### src/rpbl_defs.svh
`ifndef RPBL_DEFS_SVH
`define RPBL_DEFS_SVH

// ****************************************
// Register byte offsets
// ****************************************
`define RPBL_A_PLL 8'h00
`define RPBL_A_STAT 8'h04
`define RPBL_A_LEN 8'h08
`define RPBL_A_CRC 8'h0c

// ****************************************
// Field positions
// ****************************************
`define RPBL_PLL_R_LSB 0
`define RPBL_PLL_F_LSB 8
`define RPBL_PLL_OD_LSB 24
`define RPBL_STAT_ERR 8
`define RPBL_STAT_RUN 9
`define RPBL_STAT_OTP 10
`define RPBL_STAT_SEL_LSB 12
`define RPBL_SEC_BOOT_BIT 5

// ****************************************
// Boot PLL settings per clock select
// ****************************************
`define RPBL_OD_BOOT 3'h1
`define RPBL_R_BOOT 6'h00
`define RPBL_F_SEL00 12'h09f
`define RPBL_F_SEL11 12'h03f
`define RPBL_F_SEL10 12'h01f
`define RPBL_F_SEL01 12'h00f

// ****************************************
// Image and check constants
// ****************************************
`define RPBL_CRC_POLY 32'hedb88320
`define RPBL_CRC_INIT 32'hffffffff
`define RPBL_CRC_SKIP 32'h0d15ab1e
`define RPBL_RAM_BASE 16'h0000
`define RPBL_OTP_BASE 16'h0000

// ****************************************
// Timing
// ****************************************
`define RPBL_CLK_MHZ 25
`define RPBL_BOOT_DLY_US 15
`define RPBL_BOOT_DLY_CYC (`RPBL_BOOT_DLY_US * `RPBL_CLK_MHZ)

`endif

### src/rpbl_pkg.sv
package rpbl_pkg;

  // ****************************************
  // Boot sequencer states, one-hot
  // ****************************************
  typedef enum logic [7:0] {
    RPBL_ST_RESET = 8'h01,
    RPBL_ST_DELAY = 8'h02,
    RPBL_ST_LEN = 8'h04,
    RPBL_ST_PROG = 8'h08,
    RPBL_ST_CHK = 8'h10,
    RPBL_ST_FLUSH = 8'h20,
    RPBL_ST_RUN = 8'h40,
    RPBL_ST_ERR = 8'h80
  } rpbl_state_t;

  // PLL divider fields
  typedef struct packed {
    logic [2:0] od;
    logic [11:0] f;
    logic [5:0] r;
  } rpbl_pll_t;

endpackage : rpbl_pkg

### src/rpbl_stream_if.sv
`timescale 1ns/1ps

// Word stream with valid and ready
interface rpbl_stream_if;
  logic valid;
  logic ready;
  logic [31:0] data;
  modport src (output valid, output data, input ready);
  modport snk (input valid, input data, output ready);
endinterface : rpbl_stream_if

### src/rpbl_buf.sv
`timescale 1ns/1ps

// Two-entry word buffer between image parser and RAM port
module rpbl_buf (
  // Clock and control
  input wire logic i_core_clk,
  input wire logic i_srst,
  input wire logic i_ce,
  // Streams
  rpbl_stream_if.snk s_in,
  rpbl_stream_if.src s_out
);

  logic [31:0] mem_q [2];
  logic wp_q;
  logic rp_q;
  logic [1:0] cnt_q;
  wire push = s_in.valid & s_in.ready;
  wire pop = s_out.valid & s_out.ready;

  // Handshake and data
  assign s_in.ready = (cnt_q != 2'h2);
  assign s_out.valid = (cnt_q != 2'h0);
  assign s_out.data = mem_q[rp_q];

  // Storage
  always_ff @(posedge i_core_clk) begin
    if (i_ce && push) begin
      mem_q[wp_q] <= s_in.data;
    end
  end

  // Pointers and fill count
  always_ff @(posedge i_core_clk) begin
    if (i_srst) begin
      wp_q <= 1'b0;
      rp_q <= 1'b0;
      cnt_q <= 2'h0;
    end else if (i_ce) begin
      wp_q <= wp_q ^ push;
      rp_q <= rp_q ^ pop;
      cnt_q <= cnt_q + {1'b0, push} - {1'b0, pop};
    end
  end

endmodule : rpbl_buf

### src/rpbl_top.sv
// Design decisions made here: the register offsets and the AHB-Lite register port.
`timescale 1ns/1ps
`include "rpbl_defs.svh"

module rpbl_top (
  // Clock, reset, enable
  input wire logic i_core_clk,
  input wire logic i_srst,
  input wire logic i_ce,
  // Chip pins
  input wire logic i_chip_rst_n,
  input wire logic [1:0] i_clk_sel,
  output logic o_gpio_pulldown,
  // Secure configuration word
  input wire logic [31:0] i_secure_cfg,
  // Boot source byte stream
  output logic o_src_req,
  output logic o_src_otp,
  output logic [15:0] o_src_addr,
  input wire logic i_src_valid,
  input wire logic [7:0] i_src_byte,
  output logic o_src_ready,
  // RAM write port
  output logic o_ram_we,
  output logic [15:0] o_ram_addr,
  output logic [31:0] o_ram_wdata,
  input wire logic i_ram_ready,
  // Core start and status
  output logic o_core_start,
  output logic [15:0] o_start_addr,
  output logic o_running,
  output logic o_boot_err,
  // PLL setting
  output logic [2:0] o_pll_output_divider,
  output logic [11:0] o_pll_mult,
  output logic [5:0] o_pll_in_div,
  output logic [12:0] o_pll_ratio_num,
  output logic [12:0] o_pll_ratio_den,
  // AHB-Lite slave
  input wire logic i_hsel,
  input wire logic [7:0] i_haddr,
  input wire logic [1:0] i_htrans,
  input wire logic i_hwrite,
  input wire logic [2:0] i_hsize,
  input wire logic [31:0] i_hwdata,
  input wire logic i_hready,
  output logic [31:0] o_hrdata,
  output logic o_hreadyout,
  output logic o_hresp
);

  // ****************************************
  // CRC step
  // ****************************************
  // One byte, least significant bit first, reflected form
  function automatic logic [31:0] crc_byte(input logic [31:0] c, input logic [7:0] b);
    logic [31:0] x;
    x = c;
    for (int i = 0; i < 8; i++) begin
      x = (x[0] ^ b[i]) ? ((x >> 1) ^ `RPBL_CRC_POLY) : (x >> 1);
    end
    return x;
  endfunction : crc_byte

  // ****************************************
  // State
  // ****************************************
  rpbl_pkg::rpbl_state_t st_q;
  rpbl_pkg::rpbl_state_t st_d;
  rpbl_pkg::rpbl_pll_t pll_q;
  rpbl_pkg::rpbl_pll_t pll_boot;
  logic [8:0] dly_q;
  logic [1:0] bcnt_q;
  logic [23:0] sh_q;
  logic [31:0] len_q;
  logic [31:0] wcnt_q;
  logic [31:0] crc_q;
  logic ok_q;
  logic otp_q;
  logic start_q;
  logic [15:0] ramad_q;
  logic ap_wr_q;
  logic [7:0] ap_adr_q;
  logic [31:0] rdata_q;

  rpbl_stream_if buf_in ();
  rpbl_stream_if buf_out ();

  // ****************************************
  // Decode
  // ****************************************
  // State flags
  wire in_reset = (st_q == rpbl_pkg::RPBL_ST_RESET);
  wire in_delay = (st_q == rpbl_pkg::RPBL_ST_DELAY);
  wire in_len = (st_q == rpbl_pkg::RPBL_ST_LEN);
  wire in_prog = (st_q == rpbl_pkg::RPBL_ST_PROG);
  wire in_chk = (st_q == rpbl_pkg::RPBL_ST_CHK);
  wire in_flush = (st_q == rpbl_pkg::RPBL_ST_FLUSH);
  wire in_run = (st_q == rpbl_pkg::RPBL_ST_RUN);
  wire in_err = (st_q == rpbl_pkg::RPBL_ST_ERR);

  // Byte stream handshake and word assembly
  wire src_rdy = in_len | in_chk | (in_prog & buf_in.ready);
  wire beat = i_src_valid & src_rdy;
  wire last_byte = (bcnt_q == 2'h3);
  wire word_done = beat & last_byte;
  wire [31:0] word_w = {i_src_byte, sh_q};
  wire crc_take = beat & (in_len | in_prog);
  wire [31:0] crc_next = crc_byte(crc_q, i_src_byte);
  wire last_word = (wcnt_q == len_q - 32'h1);
  wire dly_done = (dly_q == 9'(`RPBL_BOOT_DLY_CYC - 1));
  wire crc_match = (word_w == `RPBL_CRC_SKIP) | (word_w == ~crc_q);

  // Boot PLL setting from clock-select pins
  wire [11:0] f_boot = (i_clk_sel == 2'h0) ? `RPBL_F_SEL00 :
                       (i_clk_sel == 2'h3) ? `RPBL_F_SEL11 :
                       (i_clk_sel == 2'h2) ? `RPBL_F_SEL10 : `RPBL_F_SEL01;
  assign pll_boot = '{od: `RPBL_OD_BOOT, f: f_boot, r: `RPBL_R_BOOT};

  // Bus decode
  wire ap_take = i_hsel & i_htrans[1] & i_hready;
  wire pll_wr = ap_wr_q & (ap_adr_q == `RPBL_A_PLL);
  wire [31:0] pll_word = ({29'h0, pll_q.od} << `RPBL_PLL_OD_LSB) |
                         ({20'h0, pll_q.f} << `RPBL_PLL_F_LSB) |
                         ({26'h0, pll_q.r} << `RPBL_PLL_R_LSB);
  wire [31:0] stat_word = {24'h0, st_q} |
                          ({31'h0, in_err} << `RPBL_STAT_ERR) |
                          ({31'h0, in_run} << `RPBL_STAT_RUN) |
                          ({31'h0, otp_q} << `RPBL_STAT_OTP) |
                          ({30'h0, i_clk_sel} << `RPBL_STAT_SEL_LSB);
  wire [31:0] rd_mux = (i_haddr == `RPBL_A_PLL) ? pll_word :
                       (i_haddr == `RPBL_A_STAT) ? stat_word :
                       (i_haddr == `RPBL_A_LEN) ? len_q :
                       (i_haddr == `RPBL_A_CRC) ? ~crc_q : 32'h0;

  // ****************************************
  // Sequencer
  // ****************************************
  // Next state
  always_comb begin
    st_d = st_q;
    case (st_q)
      rpbl_pkg::RPBL_ST_RESET: begin
        st_d = rpbl_pkg::RPBL_ST_DELAY;
      end
      rpbl_pkg::RPBL_ST_DELAY: begin
        if (dly_done) begin
          st_d = rpbl_pkg::RPBL_ST_LEN;
        end
      end
      rpbl_pkg::RPBL_ST_LEN: begin
        if (word_done) begin
          st_d = (word_w == 32'h0) ? rpbl_pkg::RPBL_ST_CHK : rpbl_pkg::RPBL_ST_PROG;
        end
      end
      rpbl_pkg::RPBL_ST_PROG: begin
        if (word_done && last_word) begin
          st_d = rpbl_pkg::RPBL_ST_CHK;
        end
      end
      rpbl_pkg::RPBL_ST_CHK: begin
        if (word_done) begin
          st_d = rpbl_pkg::RPBL_ST_FLUSH;
        end
      end
      rpbl_pkg::RPBL_ST_FLUSH: begin
        if (!buf_out.valid) begin
          st_d = ok_q ? rpbl_pkg::RPBL_ST_RUN : rpbl_pkg::RPBL_ST_ERR;
        end
      end
      rpbl_pkg::RPBL_ST_RUN, rpbl_pkg::RPBL_ST_ERR: begin
        st_d = st_q; // Terminal until reset
      end
      default: begin
        st_d = rpbl_pkg::RPBL_ST_RESET;
      end
    endcase
    if (!i_chip_rst_n) begin
      st_d = rpbl_pkg::RPBL_ST_RESET;
    end
  end

  // State register, start pulse and post-reset delay count
  always_ff @(posedge i_core_clk) begin
    if (i_srst) begin
      st_q <= rpbl_pkg::RPBL_ST_RESET;
      start_q <= 1'b0;
      dly_q <= 9'h000;
    end else if (i_ce) begin
      st_q <= st_d;
      start_q <= (st_d == rpbl_pkg::RPBL_ST_RUN) & ~in_run;
      dly_q <= in_delay ? dly_q + 9'h001 : 9'h000;
    end
  end

  // Boot source choice caught at reset release
  always_ff @(posedge i_core_clk) begin
    if (i_srst) begin
      otp_q <= 1'b0;
    end else if (i_ce && in_reset) begin
      otp_q <= i_secure_cfg[`RPBL_SEC_BOOT_BIT];
    end
  end

  // ****************************************
  // Image parser
  // ****************************************
  // Byte gathering, lowest byte first
  always_ff @(posedge i_core_clk) begin
    if (i_srst) begin
      bcnt_q <= 2'h0;
      sh_q <= 24'h0;
    end else if (i_ce) begin
      if (in_delay) begin
        bcnt_q <= 2'h0;
      end else if (beat) begin
        bcnt_q <= bcnt_q + 2'h1;
        sh_q <= {i_src_byte, sh_q[23:8]};
      end
    end
  end

  // Length, word count and verdict
  always_ff @(posedge i_core_clk) begin
    if (i_srst) begin
      len_q <= 32'h0;
      wcnt_q <= 32'h0;
      ok_q <= 1'b0;
    end else if (i_ce) begin
      if (in_delay) begin
        wcnt_q <= 32'h0;
        ok_q <= 1'b0;
      end else if (word_done && in_len) begin
        len_q <= word_w;
      end else if (word_done && in_prog) begin
        wcnt_q <= wcnt_q + 32'h1;
      end else if (word_done && in_chk) begin
        ok_q <= crc_match;
      end
    end
  end

  // Running CRC over length and program bytes
  always_ff @(posedge i_core_clk) begin
    if (i_srst) begin
      crc_q <= `RPBL_CRC_INIT;
    end else if (i_ce) begin
      if (in_delay) begin
        crc_q <= `RPBL_CRC_INIT;
      end else if (crc_take) begin
        crc_q <= crc_next;
      end
    end
  end

  // ****************************************
  // Word buffer and RAM port
  // ****************************************
  assign buf_in.valid = in_prog & word_done;
  assign buf_in.data = word_w;
  assign buf_out.ready = i_ram_ready;

  rpbl_buf rpbl_buf_inst (
    .i_core_clk(i_core_clk),
    .i_srst(i_srst),
    .i_ce(i_ce),
    .s_in(buf_in.snk),
    .s_out(buf_out.src)
  );

  // RAM word address from the bottom
  always_ff @(posedge i_core_clk) begin
    if (i_srst) begin
      ramad_q <= `RPBL_RAM_BASE;
    end else if (i_ce) begin
      if (in_delay) begin
        ramad_q <= `RPBL_RAM_BASE;
      end else if (buf_out.valid && i_ram_ready) begin
        ramad_q <= ramad_q + 16'h0001;
      end
    end
  end

  // ****************************************
  // PLL configuration
  // ****************************************
  // Boot value while in reset, software value after
  always_ff @(posedge i_core_clk) begin
    if (i_srst) begin
      pll_q <= '{od: `RPBL_OD_BOOT, f: `RPBL_F_SEL00, r: `RPBL_R_BOOT};
    end else if (i_ce) begin
      if (in_reset) begin
        pll_q <= pll_boot;
      end else if (pll_wr) begin
        pll_q.od <= i_hwdata[`RPBL_PLL_OD_LSB +: 3];
        pll_q.f <= i_hwdata[`RPBL_PLL_F_LSB +: 12];
        pll_q.r <= i_hwdata[`RPBL_PLL_R_LSB +: 6];
      end
    end
  end

  // ****************************************
  // AHB-Lite slave
  // ****************************************
  // Address phase capture and read data
  always_ff @(posedge i_core_clk) begin
    if (i_srst) begin
      ap_wr_q <= 1'b0;
      ap_adr_q <= 8'h00;
      rdata_q <= 32'h0;
    end else if (i_ce) begin
      ap_wr_q <= ap_take & i_hwrite;
      ap_adr_q <= i_haddr;
      if (ap_take && !i_hwrite) begin
        rdata_q <= rd_mux;
      end
    end
  end

  // ****************************************
  // Outputs
  // ****************************************
  assign o_hrdata = rdata_q;
  assign o_hreadyout = 1'b1;
  assign o_hresp = 1'b0;
  assign o_gpio_pulldown = in_reset;
  assign o_src_req = in_len | in_prog | in_chk;
  assign o_src_otp = otp_q;
  assign o_src_addr = `RPBL_OTP_BASE;
  assign o_src_ready = src_rdy;
  assign o_ram_we = buf_out.valid;
  assign o_ram_addr = ramad_q;
  assign o_ram_wdata = buf_out.data;
  assign o_core_start = start_q;
  assign o_start_addr = `RPBL_RAM_BASE;
  assign o_running = in_run;
  assign o_boot_err = in_err;
  assign o_pll_output_divider = pll_q.od;
  assign o_pll_mult = pll_q.f;
  assign o_pll_in_div = pll_q.r;
  assign o_pll_ratio_num = {1'b0, pll_q.f} + 13'h0001;
  assign o_pll_ratio_den = ({6'h00, pll_q.r, 1'b0} + 13'h0002) *
                           ({10'h000, pll_q.od} + 13'h0001);

endmodule : rpbl_top

### config.mk
export PLATFORM = sky130hd
export DESIGN_NAME = rpbl_top
export DESIGN_NICKNAME = d
export VERILOG_FILES = /design/src/rpbl_pkg.sv /design/src/rpbl_stream_if.sv /design/src/rpbl_buf.sv /design/src/rpbl_top.sv
export VERILOG_INCLUDE_DIRS = /design/src /design/src/src
export SDC_FILE = /design/constraint.sdc
export NUM_CORES = 1
export LEC_CHECK = 0
export ABC_CLOCK_PERIOD_IN_PS = 4850
export BUFFER_PORTS_ARGS = -buffer_cell sky130_fd_sc_hd__buf_2
export CORE_MARGIN = 2
export CORE_UTILIZATION = 29
export CTS_CLUSTER_DIAMETER = 100
export CTS_CLUSTER_SIZE = 30
export DETAILED_ROUTE_END_ITERATION = 16
export PLACE_DENSITY = 0.43
export SYNTH_ARGS = -nofsm -noshare
export SYNTH_HDL_FRONTEND = slang
export SYNTH_SLANG_ARGS = --single-unit
### constraint.sdc
create_clock -name i_core_clk -period 4.85 [get_ports i_core_clk]
set_input_delay 0.97 -clock i_core_clk [delete_from_list [all_inputs] [get_ports i_core_clk]]
set_output_delay 0.97 -clock i_core_clk [all_outputs]
set_load 0.01 [all_outputs]
==> out/qor.yml <==
run_status:
  status: "finished clean"
worst_setup_path:
  cp-start-kind: "register"
  required_ps: 3880
  path_buf_inv: 3
  end_kind: "output pin"
  rrSetupSlack_ps: 1080
  crit_chain: "ha_4 -> and3_4 -> xor2_2 -> nand2_1 -> fa_1 -> inv_1 -> fa_1 -> ha_4 -> inv_1 -> nor2_2 -> nor2_2 -> o21bai_1 -> a21oi_2 -> o21ai_2 -> xor2_1 -> buf_2"
  path_depth: 16
  endpoint: "o_pll_ratio_den[11]"
  critPathTopFamily: "adder cells"
  crit_path_max_incr_delay_ps: 490
  reg2reg_depth: 9
  critPathKind: "reg2out"
  cp-startpoint: "o_pll_in_div[0]"
  cp_slowest_cell: "fa_1"
  rr_endpoint: "st_q[3]"
  path_max_fanout: 3
  rr_startpoint: "len_q[1]"
  critPathArrivalTime_ps: 3800
grt:
  grt_usage_pct: 17.9
  antenna_found_initial: 1
  grt_max_degree: 71
  overflow: 0
  grt_pass1_vias: 12400
  grt_pass1_wl_mm: 78.2
floorplan:
  die_height_um: 235
  core_um2: 52700
  ioPinCount: 265
  chipWidth_um: 235
  dieArea_um2: 55200
  rows: 84
  initial_utilization_pct: 29.4
logic_synthesis:
  synth_adder_area_share_pct: 3.40
  yosys.area_share.simple_pct: 20.8
  seq_area_frac_synth_pct: 41.6
  ys_warn_count: 0
  syn-cell-area_um2: 15500
  synth.area.mux_share_pct: 4.87
  synth_edf_count: 64
  avgSynthCellArea_um2: 8.79
  netlist_instances: 1759
  async_flop_share_pct: 0
  ys.flop_type: "dfxtp_1"
  synth_top_family_by_area: "simple AND/OR/NAND/NOR gates"
  yosys.area.top_type: "dfxtp_1"
  ys_types: 69
  synth_seq_cells: 289
  ys_top_cells_by_area: "dfxtp_1, edfxtp_1, xnor2_1"
  synth_xor_area_share_pct: 12.5
  synth-compound-area-share_pct: 11.2
  synthDominantCellAreaShare_pct: 29.1
drt:
  wl_mm: 51.1
  vias_per_cell: 5.09
  vias: 13200
  drt_iter0_markers: 1003
  wl_per_cell_um: 19.7
  drt_first_pass_iters: 6
  remaining_drc_errors: 0
  postRouteAntennaNets: 0
power_and_ir_drop:
  p_leak_nw: 7.00
  p_total_mw: 4.56
  p_int_mw: 3.31
  power_density_nw_per_um2: 256
  p_sw_share_pct: 27.5
  pwr-share-comb_pct: 7.8
  clock_power_share_pct: 37.9
  peakVddDrop_mv: 0.177
  p_sw_mw: 1.25
  pwr-share-seq_pct: 54.3
worst_hold_path:
  worst_hold_path_type: "reg2reg"
  hp-start: "o_hrdata[19]"
cts:
  cts_tree: "done"
  cts.sinks: 289
  cts_buffers: 17
  clock-root-buffer: "clkbuf_16"
  hold_buffers: 0
  htree_levels: 1
  clk_pin_slew_worst_paths_ps: 120
  clock_path_buffers: 3
  clk-insertion-delay-late_ps: 550
sta:
  rsz0062_at_grt: "true"
  max_slew_margin_pct: 30.2
  hold_viol: 0
  slew_viol_final: 0
  period_share_pct: 98.3
  tightestPinTransition_ps: 1040
  fin_worst_skew_ps: 33.5
  whs_ps: 458
  fin_setup_tns_ps: 0
  fmax_mhz: 210
  finalSetupViolations: 0
  fin_crit_ps: 4770
final_layout:
  area_delta_synth_final_pct: 15.0
  nFillCells: 5501
  n_antenna_cell: 0
  mostFrequentLayoutCells: "dfxtp_1, nor2_1, buf_2, nand2_1, xnor2_1"
  drive_gt1_share_pct: 17.6
  fin_cells: 2587
  fin_nets: 2021
  final_common_cell: "dfxtp_1"
placement:
  gp_congestion: 0.901
  hpwl_mm: 37.2
  port_buffers: 182
  place_inst: 2547
run:
  maxCapViolations: 0
==> power groups by stage <==
stage / sequential [mW] / clock, mW / combinational, mW
finish: 2.47 / 1.73 / 0.354
global route: 2.48 / 1.87 / 0.385
CTS: 2.47 / 1.79 / 0.355
detailed placement: 2.53 / 0 / 0.353
global placement: 2.53 / 0 / 0.354
floorplan: 2.52 / 0 / 0.262
==> layer usage <==
layer | global-route usage [%] | routed length, um | up-vias
met3 | 2.09 | 2170 | 66
met2 | 28.7 | 23600 | 311
li1 | - | - | 6327
met1 | 25.5 | 24100 | 6456
met4 | 4.66 | 1210 | 0
met5 | 0 | 0 | -
==> sequential cells by signal (all words and copies together), names as in the netlist, 2 cells and up, named ones only <==
name / count
bcnt_q: 2
rpbl_buf_inst.cnt_q: 2
o_pll_output_divider: 3
rpbl_buf_inst.mem_q: 64
o_hrdata: 32
dly_q: 9
crc_q: 32
wcnt_q: 32
sh_q: 24
o_pll_in_div: 6
o_ram_addr: 16
o_pll_mult: 12
st_q: 8
ap_adr_q: 8
len_q: 32
==> synthesized netlist by cell type (all sizes together), types with 22 or more instances <==
cell type  number
nand3          51
a22oi          34
clkbuf        105
nor3           58
and3           22
nor2          217
inv            41
xnor2         145
nand2         160
dfxtp         225
buf            44
mux2           33
xor2           75
edfxtp         64
a21oi         108
o21ai          57
ha             26
nand4          40
nor4           39
mux2i          38
==> cell families (layout without fill, tap and decap cells) <==
family / Yosys count / after routing
simple gates: 672 / 672
flops: 289 / 289
compound gates: 278 / 278
xor+xnor: 220 / 220
buf+inv: 191 / 297
mux: 71 / 71
fa+ha+maj: 36 / 36
other cells: 2 / 36
==> per-stage QoR <==
step | setup WS (ps) | cell area (um2) | utilization [%]
after detailed placement | 293 | 16900 | 32.2
final | 82.0 | 17800 | 33.7
after CTS | -37.1 | 17600 | 33.4
after floorplan | 426 | 15600 | -
after global placement | 268 | 16900 | 32.2
after global routing | -109 | 17800 | 33.7
==> layout make-up <==
| type | instances | area [um2] | area share, % |
|---|---|---|---|
| multi-input cells | 1313 | 8470 | 47.7 |
| flip-flops and latches | 289 | 6440 | 36.2 |
| repair buffers | 226 | 1260 | 7.08 |
| well taps | 688 | 861 | 4.84 |
| clock buffers | 21 | 440 | 2.48 |
| inverters | 42 | 158 | 0.887 |
| clock inverters | 8 | 146 | 0.824 |
==> worst min-delay path, cell delays in order, from the launching register on <==
cell and delay, ps:
dfxtp_1 330, nand2_1 50, a21oi_1 50
==> timing repair <==
item,CTS,global route
setup endpoints to repair,4,5
hold endpoints to repair,0,0
pin swaps,6,19
setup buffers,4,7
resized for setup,19,22
==> how the worst min path moves through the flow <==
stage                        end  depth (start not counted)
CTS                 o_hrdata[19]                          2
detailed placement  o_hrdata[19]                          2
floorplan                ap_wr_q                          2
finish              o_hrdata[19]                          2
global route        o_hrdata[19]                          2
global placement    o_hrdata[19]                          2
Note: power is estimated with default switching activity, not from simulation.
